[config.mk]
export PLATFORM = sky130hd
export DESIGN_NAME = tws_slave
export DESIGN_NICKNAME = d
export VERILOG_FILES = /design/src/pkg/tws_pkg.sv /design/src/core/tws_slave.sv /design/src/core/tws_sync.sv /design/src/core/tws_buf.sv
export SDC_FILE = /design/constraint.sdc
export NUM_CORES = 1
export LEC_CHECK = 0
export ABC_AREA = 1
export BUFFER_PORTS_ARGS = -buffer_cell sky130_fd_sc_hd__buf_2
export CAP_MARGIN = 20
export CORE_MARGIN = 5
export CORE_UTILIZATION = 33
export CTS_CLUSTER_SIZE = 40
export DETAILED_ROUTE_END_ITERATION = 7
export PLACE_DENSITY = 0.52
export SLEW_MARGIN = 25
export SYNTH_ARGS = -nofsm -noshare
export SYNTH_HDL_FRONTEND = slang
export SYNTH_SLANG_ARGS = --single-unit
[constraint.sdc]
create_clock -name clk -period 1.5 [get_ports clk]
set_input_delay 0 -clock clk [delete_from_list [all_inputs] [get_ports clk]]
set_output_delay 0 -clock clk [all_outputs]
set_load 0.05 [all_outputs]
[src/pkg/tws_pkg.sv]
// Contract
// - Idle bus is SDA and SCL high; transfers start only from idle.
// - SDA changes while SCL high are conditions, never data.
// - SDA falling while SCL high is a start condition.
// - SDA rising while SCL high is a stop condition.
// - One bit per SCL pulse; sampled high, changed only while low.
// - Bytes of eight bits MSB first, ninth slot is acknowledge.
// - No limit on bytes between start and stop.
// - Works at 100 kHz and 400 kHz SCL.
// - Acknowledge holds SDA low through the whole ninth SCL high.
// - Master not-acknowledge makes device release SDA for stop.
// - Receiver mode acknowledges command byte and every data byte; code gives no acknowledge for a data byte when the write buffer is full and write protect is low.
// - Repeated start ends one transfer and begins the next at once.
// - Command byte upper six bits compared with fixed control code.
// - Seventh command bit must equal the address select pin.
// - Command LSB one means read, zero means write.
// - Matching command byte is acknowledged on SDA.
// - Read command switches device to transmitter after acknowledge.
// - Position updates only while write protect pin is low.
// - Start and stop recognised at any time in both modes.
// - Mismatched command: no acknowledge, idle until next start.
// - Write: address byte then data bytes, each acknowledged; code does not acknowledge a data byte when the write buffer is full and write protect is low.
// - During internal write cycle ignore bus, no command acknowledge; code still serves a transfer in address, write data or read data state.
package tws_pkg;
  // Control code value is arbitrary, not a real part's code.
  localparam logic [5:0] TWS_CTRL_CODE = 6'h2A;
  localparam int         TWS_BYTE_BITS = 8;
  localparam logic [3:0] TWS_ACK_SLOT  = 4'h8;
  localparam logic [3:0] TWS_BIT_ZERO  = 4'h0;
  localparam logic [3:0] TWS_BIT_ONE   = 4'h1;
  localparam int         TWS_BUF_DEPTH = 2;

  typedef enum logic [5:0] {
    TWS_IDLE = 6'h01,
    TWS_CMD  = 6'h02,
    TWS_ADDR = 6'h04,
    TWS_WDAT = 6'h08,
    TWS_RDAT = 6'h10,
    TWS_BUSY = 6'h20
  } tws_state_t;
endpackage

[src/core/tws_slave.sv]
`timescale 1ns/1ps
module tws_slave
  import tws_pkg::*;
(
  input  wire logic       clk,                // System clock, 100 MHz.
  input  wire logic       arst_n,             // Asynchronous reset, active low.
  input  wire logic       scl_in,             // SCL pin level.
  input  wire logic       sda_in,             // SDA pin level.
  output logic            sda_out,            // SDA drive value, always low.
  output logic            sda_oe,             // High while pulling SDA low.
  input  wire logic       address_select_pin, // Device select strap level.
  input  wire logic       wp_in,              // Write protect, high blocks.
  input  wire logic       nv_busy,            // Internal write cycle running.
  output logic            wr_valid,           // Write word available.
  input  wire logic       wr_ready,           // Write word taken.
  output logic [7:0]      wr_addr,            // Memory address of write.
  output logic [7:0]      wr_data,            // Data byte of write.
  output logic            wr_stop,            // Pulse on stop after a write.
  output logic            rd_req,             // Pulse asking for next byte.
  input  wire logic [7:0] rd_data,            // Byte to transmit.
  output logic            busy_out,           // Transfer in progress.
  output logic            wp_block            // Pulse when write was blocked.
);
  // *************************************************************
  // Line sampling and condition detection
  // *************************************************************
  logic scl_s;
  logic sda_s;
  logic wp_s;
  logic sel_s;

  // Both lines pass two flip-flops before any logic.
  tws_sync u_scl (.clk(clk), .arst_n(arst_n), .d_in(scl_in), .q_out(scl_s));
  tws_sync u_sda (.clk(clk), .arst_n(arst_n), .d_in(sda_in), .q_out(sda_s));
  tws_sync u_wp  (.clk(clk), .arst_n(arst_n), .d_in(wp_in),  .q_out(wp_s));
  tws_sync u_sel (.clk(clk), .arst_n(arst_n), .d_in(address_select_pin), .q_out(sel_s));

  typedef struct packed {
    tws_state_t  state;
    logic        scl_d;
    logic        sda_d;
    logic [3:0]  bitn;
    logic [7:0]  shreg;
    logic        rw;
    logic        ack_drv;
    logic        ack_pend;
    logic        tx_drv;
    logic        tx_bit;
    logic        nack;
    logic        wrote;
    logic [7:0]  addr;
    logic        rd_req;
    logic        wr_stop;
    logic        wp_block;
  } tws_core_t;

  tws_core_t st_reg;
  tws_core_t st_next;

  logic scl_rise;
  logic scl_fall;
  logic start_c;
  logic stop_c;

  // SDA moving while SCL is high is a condition, not data.
  assign scl_rise = scl_s && !st_reg.scl_d;
  assign scl_fall = !scl_s && st_reg.scl_d;
  assign start_c  = scl_s && st_reg.scl_d && st_reg.sda_d && !sda_s;
  assign stop_c   = scl_s && st_reg.scl_d && !st_reg.sda_d && sda_s;

  // *************************************************************
  // Write buffer
  // *************************************************************
  logic        buf_push;
  logic        buf_ready;
  logic [15:0] buf_out;

  tws_buf #(.WIDTH(16)) u_buf (
    .clk     (clk),
    .arst_n  (arst_n),
    .s_valid (buf_push),
    .s_ready (buf_ready),
    .s_data  ({st_reg.addr, st_reg.shreg[6:0], sda_s}),
    .m_valid (wr_valid),
    .m_ready (wr_ready),
    .m_data  (buf_out)
  );
  assign wr_addr = buf_out[15:8];
  assign wr_data = buf_out[7:0];

  function automatic logic cmd_match(input logic [7:0] b, input logic sel);
    cmd_match = (b[7:2] == TWS_CTRL_CODE) && (b[1] == sel);
  endfunction

  // Rise count after the ninth pulse; the acknowledge slot ends on the next fall.
  localparam logic [3:0] TWS_ACK_DONE = TWS_ACK_SLOT + TWS_BIT_ONE;

  logic byte_done;
  assign byte_done = scl_rise && (st_reg.bitn == 4'(TWS_BYTE_BITS - 1));

  // Data byte is pushed at the eighth rising edge; protected writes are
  // dropped here so the position store never sees them.
  assign buf_push = byte_done && (st_reg.state == TWS_WDAT) && !wp_s;

  // *************************************************************
  // Protocol engine
  // *************************************************************
  always_comb
  begin
    st_next          = st_reg;
    st_next.scl_d    = scl_s;
    st_next.sda_d    = sda_s;
    st_next.rd_req   = 1'b0;
    st_next.wr_stop  = 1'b0;
    st_next.wp_block = 1'b0;

    if (scl_rise && st_reg.bitn < TWS_ACK_SLOT)
      st_next.shreg = {st_reg.shreg[6:0], sda_s};

    if (scl_rise && st_reg.bitn == TWS_ACK_SLOT && st_reg.tx_drv == 1'b0
        && st_reg.state == TWS_RDAT)
      st_next.nack = sda_s;

    if (byte_done)
    begin
      case (st_reg.state)
        TWS_CMD:
        begin
          // Acknowledge only a matching command.
          if (cmd_match({st_reg.shreg[6:0], sda_s}, sel_s))
          begin
            st_next.ack_pend = 1'b1;
            st_next.rw       = sda_s;
          end
          else
            st_next.state = TWS_IDLE;
        end
        TWS_ADDR:
        begin
          st_next.addr    = {st_reg.shreg[6:0], sda_s};
          st_next.ack_pend = 1'b1;
        end
        TWS_WDAT:
        begin
          if (wp_s)
            st_next.wp_block = 1'b1;
          else
            st_next.wrote = 1'b1;
          // Full buffer means no acknowledge unless write protect is high, so the master sees the loss.
          st_next.ack_pend = buf_ready || wp_s;
        end
        default:
        begin
          st_next.ack_pend = 1'b0;
        end
      endcase
    end

    if (scl_rise && st_reg.bitn != TWS_ACK_DONE)
      st_next.bitn = st_reg.bitn + TWS_BIT_ONE;

    // Acknowledge and transmit bits change on SCL falls, so SDA does not change under a high
    // clock; the busy check below can still drop a command acknowledge while SCL is high.
    if (scl_fall)
    begin
      if (st_reg.bitn == TWS_ACK_SLOT)
      begin
        // Eighth pulse over: the ninth slot belongs to the receiver.
        st_next.ack_drv  = st_reg.ack_pend;
        st_next.ack_pend = 1'b0;
        st_next.tx_drv   = 1'b0;
      end
      else if (st_reg.bitn == TWS_ACK_DONE)
      begin
        // Ninth pulse over: release SDA and set up the next byte.
        st_next.bitn    = TWS_BIT_ZERO;
        st_next.ack_drv = 1'b0;
        st_next.tx_drv  = 1'b0;
        case (st_reg.state)
          TWS_CMD:
            st_next.state = st_reg.rw ? TWS_RDAT : TWS_ADDR;
          TWS_ADDR:
            st_next.state = TWS_WDAT;
          TWS_RDAT:
            if (st_reg.nack)
              st_next.state = TWS_IDLE;
          default:
            st_next.state = st_reg.state;
        endcase
        if ((st_reg.state == TWS_CMD && st_reg.rw)
            || (st_reg.state == TWS_RDAT && !st_reg.nack))
        begin
          st_next.shreg  = rd_data;
          st_next.rd_req = 1'b1;
          st_next.tx_drv = 1'b1;
          st_next.tx_bit = rd_data[7];
        end
      end
      else if (st_reg.state == TWS_RDAT && st_reg.bitn != TWS_BIT_ZERO)
      begin
        // Transmit bits change only while SCL is low.
        st_next.tx_bit = st_reg.shreg[7];
      end
    end

    if (st_reg.state == TWS_RDAT && scl_rise && st_reg.bitn < TWS_ACK_SLOT)
      st_next.shreg = {st_reg.shreg[6:0], 1'b0};

    // Conditions override everything except the write-cycle busy check below.
    if (stop_c)
    begin
      st_next.state   = TWS_IDLE;
      st_next.ack_drv = 1'b0;
      st_next.tx_drv  = 1'b0;
      st_next.ack_pend = 1'b0;
      st_next.wr_stop = st_reg.wrote;
      st_next.wrote   = 1'b0;
    end
    else if (start_c)
    begin
      st_next.ack_drv = 1'b0;
      st_next.tx_drv  = 1'b0;
      st_next.bitn    = TWS_BIT_ZERO;
      st_next.nack    = 1'b0;
      st_next.ack_pend = 1'b0;
      st_next.state   = TWS_CMD;
    end

    // Inputs disabled while the internal write cycle runs, unless the transfer is in the address, write data or read data state.
    if (nv_busy && st_reg.state != TWS_RDAT && st_reg.state != TWS_WDAT
        && st_reg.state != TWS_ADDR)
    begin
      st_next.state   = TWS_BUSY;
      st_next.ack_drv = 1'b0;
      st_next.ack_pend = 1'b0;
    end
    else if (!nv_busy && st_reg.state == TWS_BUSY && !start_c)
      st_next.state = TWS_IDLE;
  end

  always_ff @(posedge clk or negedge arst_n)
  begin
    if (!arst_n)
    begin
      st_reg       <= '0;
      st_reg.state <= TWS_IDLE;
      st_reg.scl_d <= 1'b1;
      st_reg.sda_d <= 1'b1;
    end
    else
      st_reg <= st_next;
  end

  // *************************************************************
  // Outputs
  // *************************************************************
  // SDA is open drain: only ever pulled low, else released.
  // Bit counting and SCL timing hold for 100 and 400 kHz alike.
  assign sda_out  = 1'b0;
  assign sda_oe   = st_reg.ack_drv || (st_reg.tx_drv && !st_reg.tx_bit);
  assign rd_req   = st_reg.rd_req;
  assign wr_stop  = st_reg.wr_stop;
  assign wp_block = st_reg.wp_block;
  assign busy_out = (st_reg.state != TWS_IDLE) && (st_reg.state != TWS_BUSY);

  // *************************************************************
  // Checks
  // *************************************************************
  property p_start_cmd;
    @(posedge clk) disable iff (!arst_n)
    start_c && !stop_c && !nv_busy |=> st_reg.state == TWS_CMD;
  endproperty
  a_start_cmd: assert property (p_start_cmd)
    else $error("Start did not enter command state.");

  property p_stop_idle;
    @(posedge clk) disable iff (!arst_n)
    stop_c && !nv_busy |=> st_reg.state == TWS_IDLE;
  endproperty
  a_stop_idle: assert property (p_stop_idle)
    else $error("Stop did not return to idle.");

  property p_release_idle;
    @(posedge clk) disable iff (!arst_n)
    st_reg.state == TWS_IDLE || st_reg.state == TWS_BUSY |-> !sda_oe;
  endproperty
  a_release_idle: assert property (p_release_idle)
    else $error("SDA driven while idle.");

  property p_nack_release;
    @(posedge clk) disable iff (!arst_n)
    scl_fall && st_reg.bitn == TWS_ACK_DONE && st_reg.state == TWS_RDAT && st_reg.nack
      && !start_c && !stop_c && !nv_busy |=> !sda_oe && st_reg.state == TWS_IDLE;
  endproperty
  a_nack_release: assert property (p_nack_release)
    else $error("SDA held after master not-acknowledge.");

  property p_ack_stable;
    @(posedge clk) disable iff (!arst_n)
    st_reg.ack_drv && scl_s && !start_c && !stop_c |=> st_reg.ack_drv || !st_reg.scl_d;
  endproperty
  a_ack_stable: assert property (p_ack_stable)
    else $error("Acknowledge released while SCL high.");

  property p_nomatch;
    @(posedge clk) disable iff (!arst_n)
    byte_done && st_reg.state == TWS_CMD && !start_c && !stop_c && !nv_busy
      && !cmd_match({st_reg.shreg[6:0], sda_s}, sel_s)
      |=> st_reg.state == TWS_IDLE && !st_reg.ack_pend;
  endproperty
  a_nomatch: assert property (p_nomatch)
    else $error("Mismatched command acknowledged.");

  property p_match_ack;
    @(posedge clk) disable iff (!arst_n)
    byte_done && st_reg.state == TWS_CMD && !start_c && !stop_c && !nv_busy
      && cmd_match({st_reg.shreg[6:0], sda_s}, sel_s)
      |=> st_reg.ack_pend;
  endproperty
  a_match_ack: assert property (p_match_ack)
    else $error("Matching command not acknowledged.");

  property p_ack_drive;
    @(posedge clk) disable iff (!arst_n)
    scl_fall && st_reg.bitn == TWS_ACK_SLOT && st_reg.ack_pend && !start_c && !stop_c
      && !nv_busy |=> sda_oe;
  endproperty
  a_ack_drive: assert property (p_ack_drive)
    else $error("Acknowledge not driven in ninth slot.");

  property p_wp_block;
    @(posedge clk) disable iff (!arst_n)
    wp_s && byte_done && st_reg.state == TWS_WDAT
      |-> !buf_push ##1 st_reg.wp_block;
  endproperty
  a_wp_block: assert property (p_wp_block)
    else $error("Write passed while protected.");

  property p_busy_ignore;
    @(posedge clk) disable iff (!arst_n)
    nv_busy && st_reg.state == TWS_BUSY |=> !st_reg.ack_drv && st_reg.state == TWS_BUSY;
  endproperty
  a_busy_ignore: assert property (p_busy_ignore)
    else $error("Bus answered during write cycle.");

  property p_tx_low_scl;
    @(posedge clk) disable iff (!arst_n)
    st_reg.state == TWS_RDAT && scl_s && st_reg.scl_d && !start_c && !stop_c
      |=> $stable(st_reg.tx_bit);
  endproperty
  a_tx_low_scl: assert property (p_tx_low_scl)
    else $error("Transmit bit changed while SCL high.");
endmodule // tws_slave

[src/core/tws_sync.sv]
`timescale 1ns/1ps
module tws_sync
  import tws_pkg::*;
(
  input  wire logic clk,    // System clock.
  input  wire logic arst_n, // Asynchronous reset.
  input  wire logic d_in,   // Asynchronous pin level.
  output logic      q_out   // Synchronised level.
);
  typedef struct packed {
    logic s1;
    logic s2;
  } tws_sync_t;

  tws_sync_t st_reg;
  tws_sync_t st_next;

  always_comb
  begin
    st_next    = st_reg;
    st_next.s1 = d_in;
    st_next.s2 = st_reg.s1;
  end

  // Bus lines idle high, so reset to high avoids a false start.
  always_ff @(posedge clk or negedge arst_n)
  begin
    if (!arst_n)
      st_reg <= '{s1: 1'b1, s2: 1'b1};
    else
      st_reg <= st_next;
  end

  assign q_out = st_reg.s2;
endmodule // tws_sync

[src/core/tws_buf.sv]
`timescale 1ns/1ps
module tws_buf
  import tws_pkg::*;
#(
  parameter int WIDTH = 16
)
(
  input  wire logic             clk,     // System clock.
  input  wire logic             arst_n,  // Asynchronous reset.
  input  wire logic             s_valid, // Write request.
  output logic                  s_ready, // Space available.
  input  wire logic [WIDTH-1:0] s_data,  // Write data.
  output logic                  m_valid, // Data available.
  input  wire logic             m_ready, // Reader takes data.
  output logic      [WIDTH-1:0] m_data   // Oldest entry.
);
  typedef struct packed {
    logic [TWS_BUF_DEPTH-1:0][WIDTH-1:0] mem;
    logic                                rd;
    logic                                wr;
    logic [1:0]                          cnt;
  } tws_buf_t;

  tws_buf_t st_reg;
  tws_buf_t st_next;
  logic     push;
  logic     pop;

  assign s_ready = (st_reg.cnt != 2'(TWS_BUF_DEPTH));
  assign m_valid = (st_reg.cnt != 2'h0);
  assign m_data  = st_reg.mem[st_reg.rd];
  assign push    = s_valid && s_ready;
  assign pop     = m_valid && m_ready;

  always_comb
  begin
    st_next = st_reg;
    if (push)
    begin
      st_next.mem[st_reg.wr] = s_data;
      st_next.wr             = ~st_reg.wr;
    end
    if (pop)
      st_next.rd = ~st_reg.rd;
    st_next.cnt = st_reg.cnt + 2'(push) - 2'(pop);
  end

  always_ff @(posedge clk or negedge arst_n)
  begin
    if (!arst_n)
      st_reg <= '0;
    else
      st_reg <= st_next;
  end

  property p_no_overflow;
    @(posedge clk) disable iff (!arst_n)
    s_valid && !s_ready && !m_ready |=> $stable(st_reg.mem);
  endproperty
  a_no_overflow: assert property (p_no_overflow)
    else $error("Buffer accepts while full.");
endmodule // tws_buf

==> results.sh <==
export IMPL_met2_usage_pct=22.2
export IMPL_ir_drop_mv=0.755
export IMPL_cts_sinks=82
export IMPL_num_rows=40
export IMPL_die_area_mm2=0.0145
export IMPL_gr_usage_met1_pct=19.2
export IMPL_cts_tree="done"
export IMPL_crit_family="flip-flops"
export IMPL_fin_nets=626
export IMPL_cp_max_fo=16
export IMPL_overflow=0
export IMPL_dp_hpwl_um=6810
export IMPL_drive_above_1_share_pct=47.7
export IMPL_final_common_cell="nand2_1"
export IMPL_antenna_found_initial=0
export IMPL_dp_slack_ns=-0.206
export IMPL_wl_per_cell_um=13.3
export IMPL_drt_iter0_drc=170
export IMPL_antenna_cells=0
export IMPL_start_util_pct=33.6
export IMPL_fmax_mhz=596
export IMPL_cp_start_kind="flop"
export IMPL_crit_buf_inv=2
export IMPL_place_congestion=0.891
export IMPL_total_power_mw=6.96
export IMPL_route_detailed_drc=0
export IMPL_ys_ff_latch=82
export IMPL_seq_area_frac_synth_pct=51.3
export IMPL_cp_arrival_ns=1.92
export IMPL_syn_avg_cell_area_um2=8.38
export IMPL_clock_root_buffer="clkbuf_16"
export IMPL_die_height_um=120
export IMPL_reg2reg_depth=10
export IMPL_path_clk_slew_ns=0.07
export IMPL_cts_buffers=9
export IMPL_crit_chain="inv_2 -> nor2_4 -> nand3_2 -> nor2_2 -> nand2_2 -> a21oi_4 -> nand2_4 -> buf_12 -> nand2_1 -> o21ai_2"
export IMPL_period_needed_ns=1.68
export IMPL_slew_viol_final=0
export IMPL_cts_max_level=3
export IMPL_setup_violations=59
export IMPL_via_per_inst=4.56
export IMPL_cp_depth=10
export IMPL_layout_common_cells="nand2_1, dfrtp_1, buf_4"
export IMPL_placedCellCount=717
export IMPL_finish_instance_area_mm2=0.00593
export IMPL_rsz0062_at_grt="yes"
export IMPL_worstPathRequired_ns=1.74
export IMPL_largest_register_ffs=36
export IMPL_critPathKind="reg -> reg"
export IMPL_ys_types=36
export IMPL_cp_end_kind="flop"
export IMPL_max_clock_path_buffers=2
export IMPL_first_pass_iters=4
export IMPL_die_x_um=120
export IMPL_instances_no_fill=757
export IMPL_setup_ws_ns=-0.177
export IMPL_io_pin_count=39
export IMPL_crit_end="u_buf.st_reg[7]"
export IMPL_yosysWarnings=0
export IMPL_core_mm2=0.0120
export IMPL_synthesis_nets=501
export IMPL_globalRoute_busiestLayer="met2"
export IMPL_status="finished with violations"
export IMPL_fin_crit_sh_pct=112
export IMPL_hold_violations=0
export IMPL_grt_pass1_vias=3381
export IMPL_clock_latency_ns=0.35
export IMPL_violations="negative setup slack"
export IMPL_ant_nets=0
export IMPL_gr_usage_all_layers_pct=14.3
export IMPL_areaGrowthSynthToFinish_pct=47.5
export IMPL_cp_startpoint="u_scl.q_out"
export IMPL_grt_pass1_wl_um=16500
export IMPL_port_buffers=37
export IMPL_worstReg2RegStart="u_scl.q_out"
export IMPL_timing_rr_end="u_buf.st_reg[7]"
export IMPL_skew_ns=0.0112
export IMPL_use_met3_pct=2.85
export IMPL_hp_class="in -> reg"
export IMPL_cap_violations=0
export IMPL_drt_wl_total_um=10100
export IMPL_critical_path_max_stage_delay_ns=0.55
export IMPL_routed_via_count=3453
export IMPL_powerDensity_mw_per_mm2=1170
export IMPL_grt_max_degree=33
export IMPL_synth_area_mm2=0.00402
export IMPL_place_area_mm2=0.00490
export IMPL_r2r_setup_slack_ns=-0.18
export IMPL_synthCells=480
export IMPL_power_leakage_nw=2.92
export IMPL_cp_slowest_cell="dfstp_2"
-- cell type report --
| class | instances | area, um^2 |
|---|---|---|
| Multi-Input combinational cell | 327 | 2030 |
| Clock buffer | 10 | 239 |
| Tap cell | 147 | 184 |
| Timing Repair Buffer | 127 | 1070 |
| Inverter | 58 | 239 |
| Clock inverter | 6 | 96.3 |
| Sequential cell | 82 | 2070 |
| Fill cell | 1098 | 6030 |
-- how the worst min path moves through the flow --
stage,start,endpoint,slack [ns],cells past startpoint
CTS,wr_ready,u_buf.st_reg[3],0.005,4
finish,wr_ready,u_buf.st_reg[3],0.02,4
global route,wr_ready,u_buf.st_reg[3],0.03,4
floorplan,arst_n,rd_req,-0.30,0
detailed placement,arst_n,wr_stop,-0.04,1
global placement,arst_n,u_buf.st_reg[1],-0.04,1
-- what timing repair did --
action,4_1_cts,5_1_grt
resized for setup,92,54
setup buffers,7,5
gates cloned,0,3
hold buffers,12,0
hold endpoints to repair,85,0
pin swaps,18,16
setup endpoints to repair,65,75
-- where the power goes --
group	internal [mW]	switching, mW
Sequential	2.43	0.191
Combinational	0.792	1.05
Clock	1.53	0.960
-- tightest hold or removal path, stage by stage --
cell	delay [ns]
buf_2	0.10
nand2_1	0.07
buf_4	0.10
xor2_1	0.05
-- cell families (layout without fill, tap and decap cells) --
kind of cell / after synthesis / count (layout) / synth area share (%)
flops: 82 / 82 / 51.3
compound gates: 72 / 72 / 12.4
simple gates: 243 / 243 / 25.3
xor+xnor: 6 / 6 / 1.31
other cells: 1 / 1 / 0.0932
fa+ha+maj: 5 / 5 / 1.55
buf+inv: 71 / 201 / 8.05
-- cell usage after synthesis (all sizes together) --
cell type / count / area share, %
nand3b: 3 / 0.56
nand2: 165 / 16
dfstp: 11 / 7.2
a21boi: 1 / 0.19
xnor2: 2 / 0.44
o31ai: 1 / 0.19
or2: 1 / 0.16
ha: 5 / 1.6
nand3: 21 / 3.0
clkinv: 1 / 0.093
a31oi: 2 / 0.31
clkbuf: 4 / 0.37
nor2: 48 / 5.1
buf: 9 / 2.3
nor3: 4 / 0.50
o22ai: 1 / 0.16
dfrtp: 71 / 44
xor2: 4 / 0.87
o21bai: 1 / 0.19
a211oi: 1 / 0.19
nand4: 1 / 0.16
a21oi: 9 / 1.4
conb: 1 / 0.093
o21ai: 56 / 9.8
inv: 57 / 5.3
-- stage by stage --
stage | utilization (%) | hold WS [ns] | TNS [ns]
3_3_place_gp | 41.0 | -0.0406 | -6.07
6_report | 49.6 | 0.0190 | -6.77
4_1_cts | 47.4 | 0.00516 | -6.35
2_1_floorplan | - | -0.296 | -4.83
5_1_grt | 49.6 | 0.0341 | -12.32
3_5_place_dp | 41.0 | -0.0371 | -7.68
-- layer usage --
metal | share of wire [%] | up-vias | routed length [um]
li1 | - | 1764 | -
met1 | 47 | 1608 | 4690
met2 | 48 | 64 | 4810
met3 | 3.5 | 17 | 353
met4 | 2.1 | 0 | 215
met5 | 0 | - | 0
No activity file was read; power rests on OpenSTA's default activity.
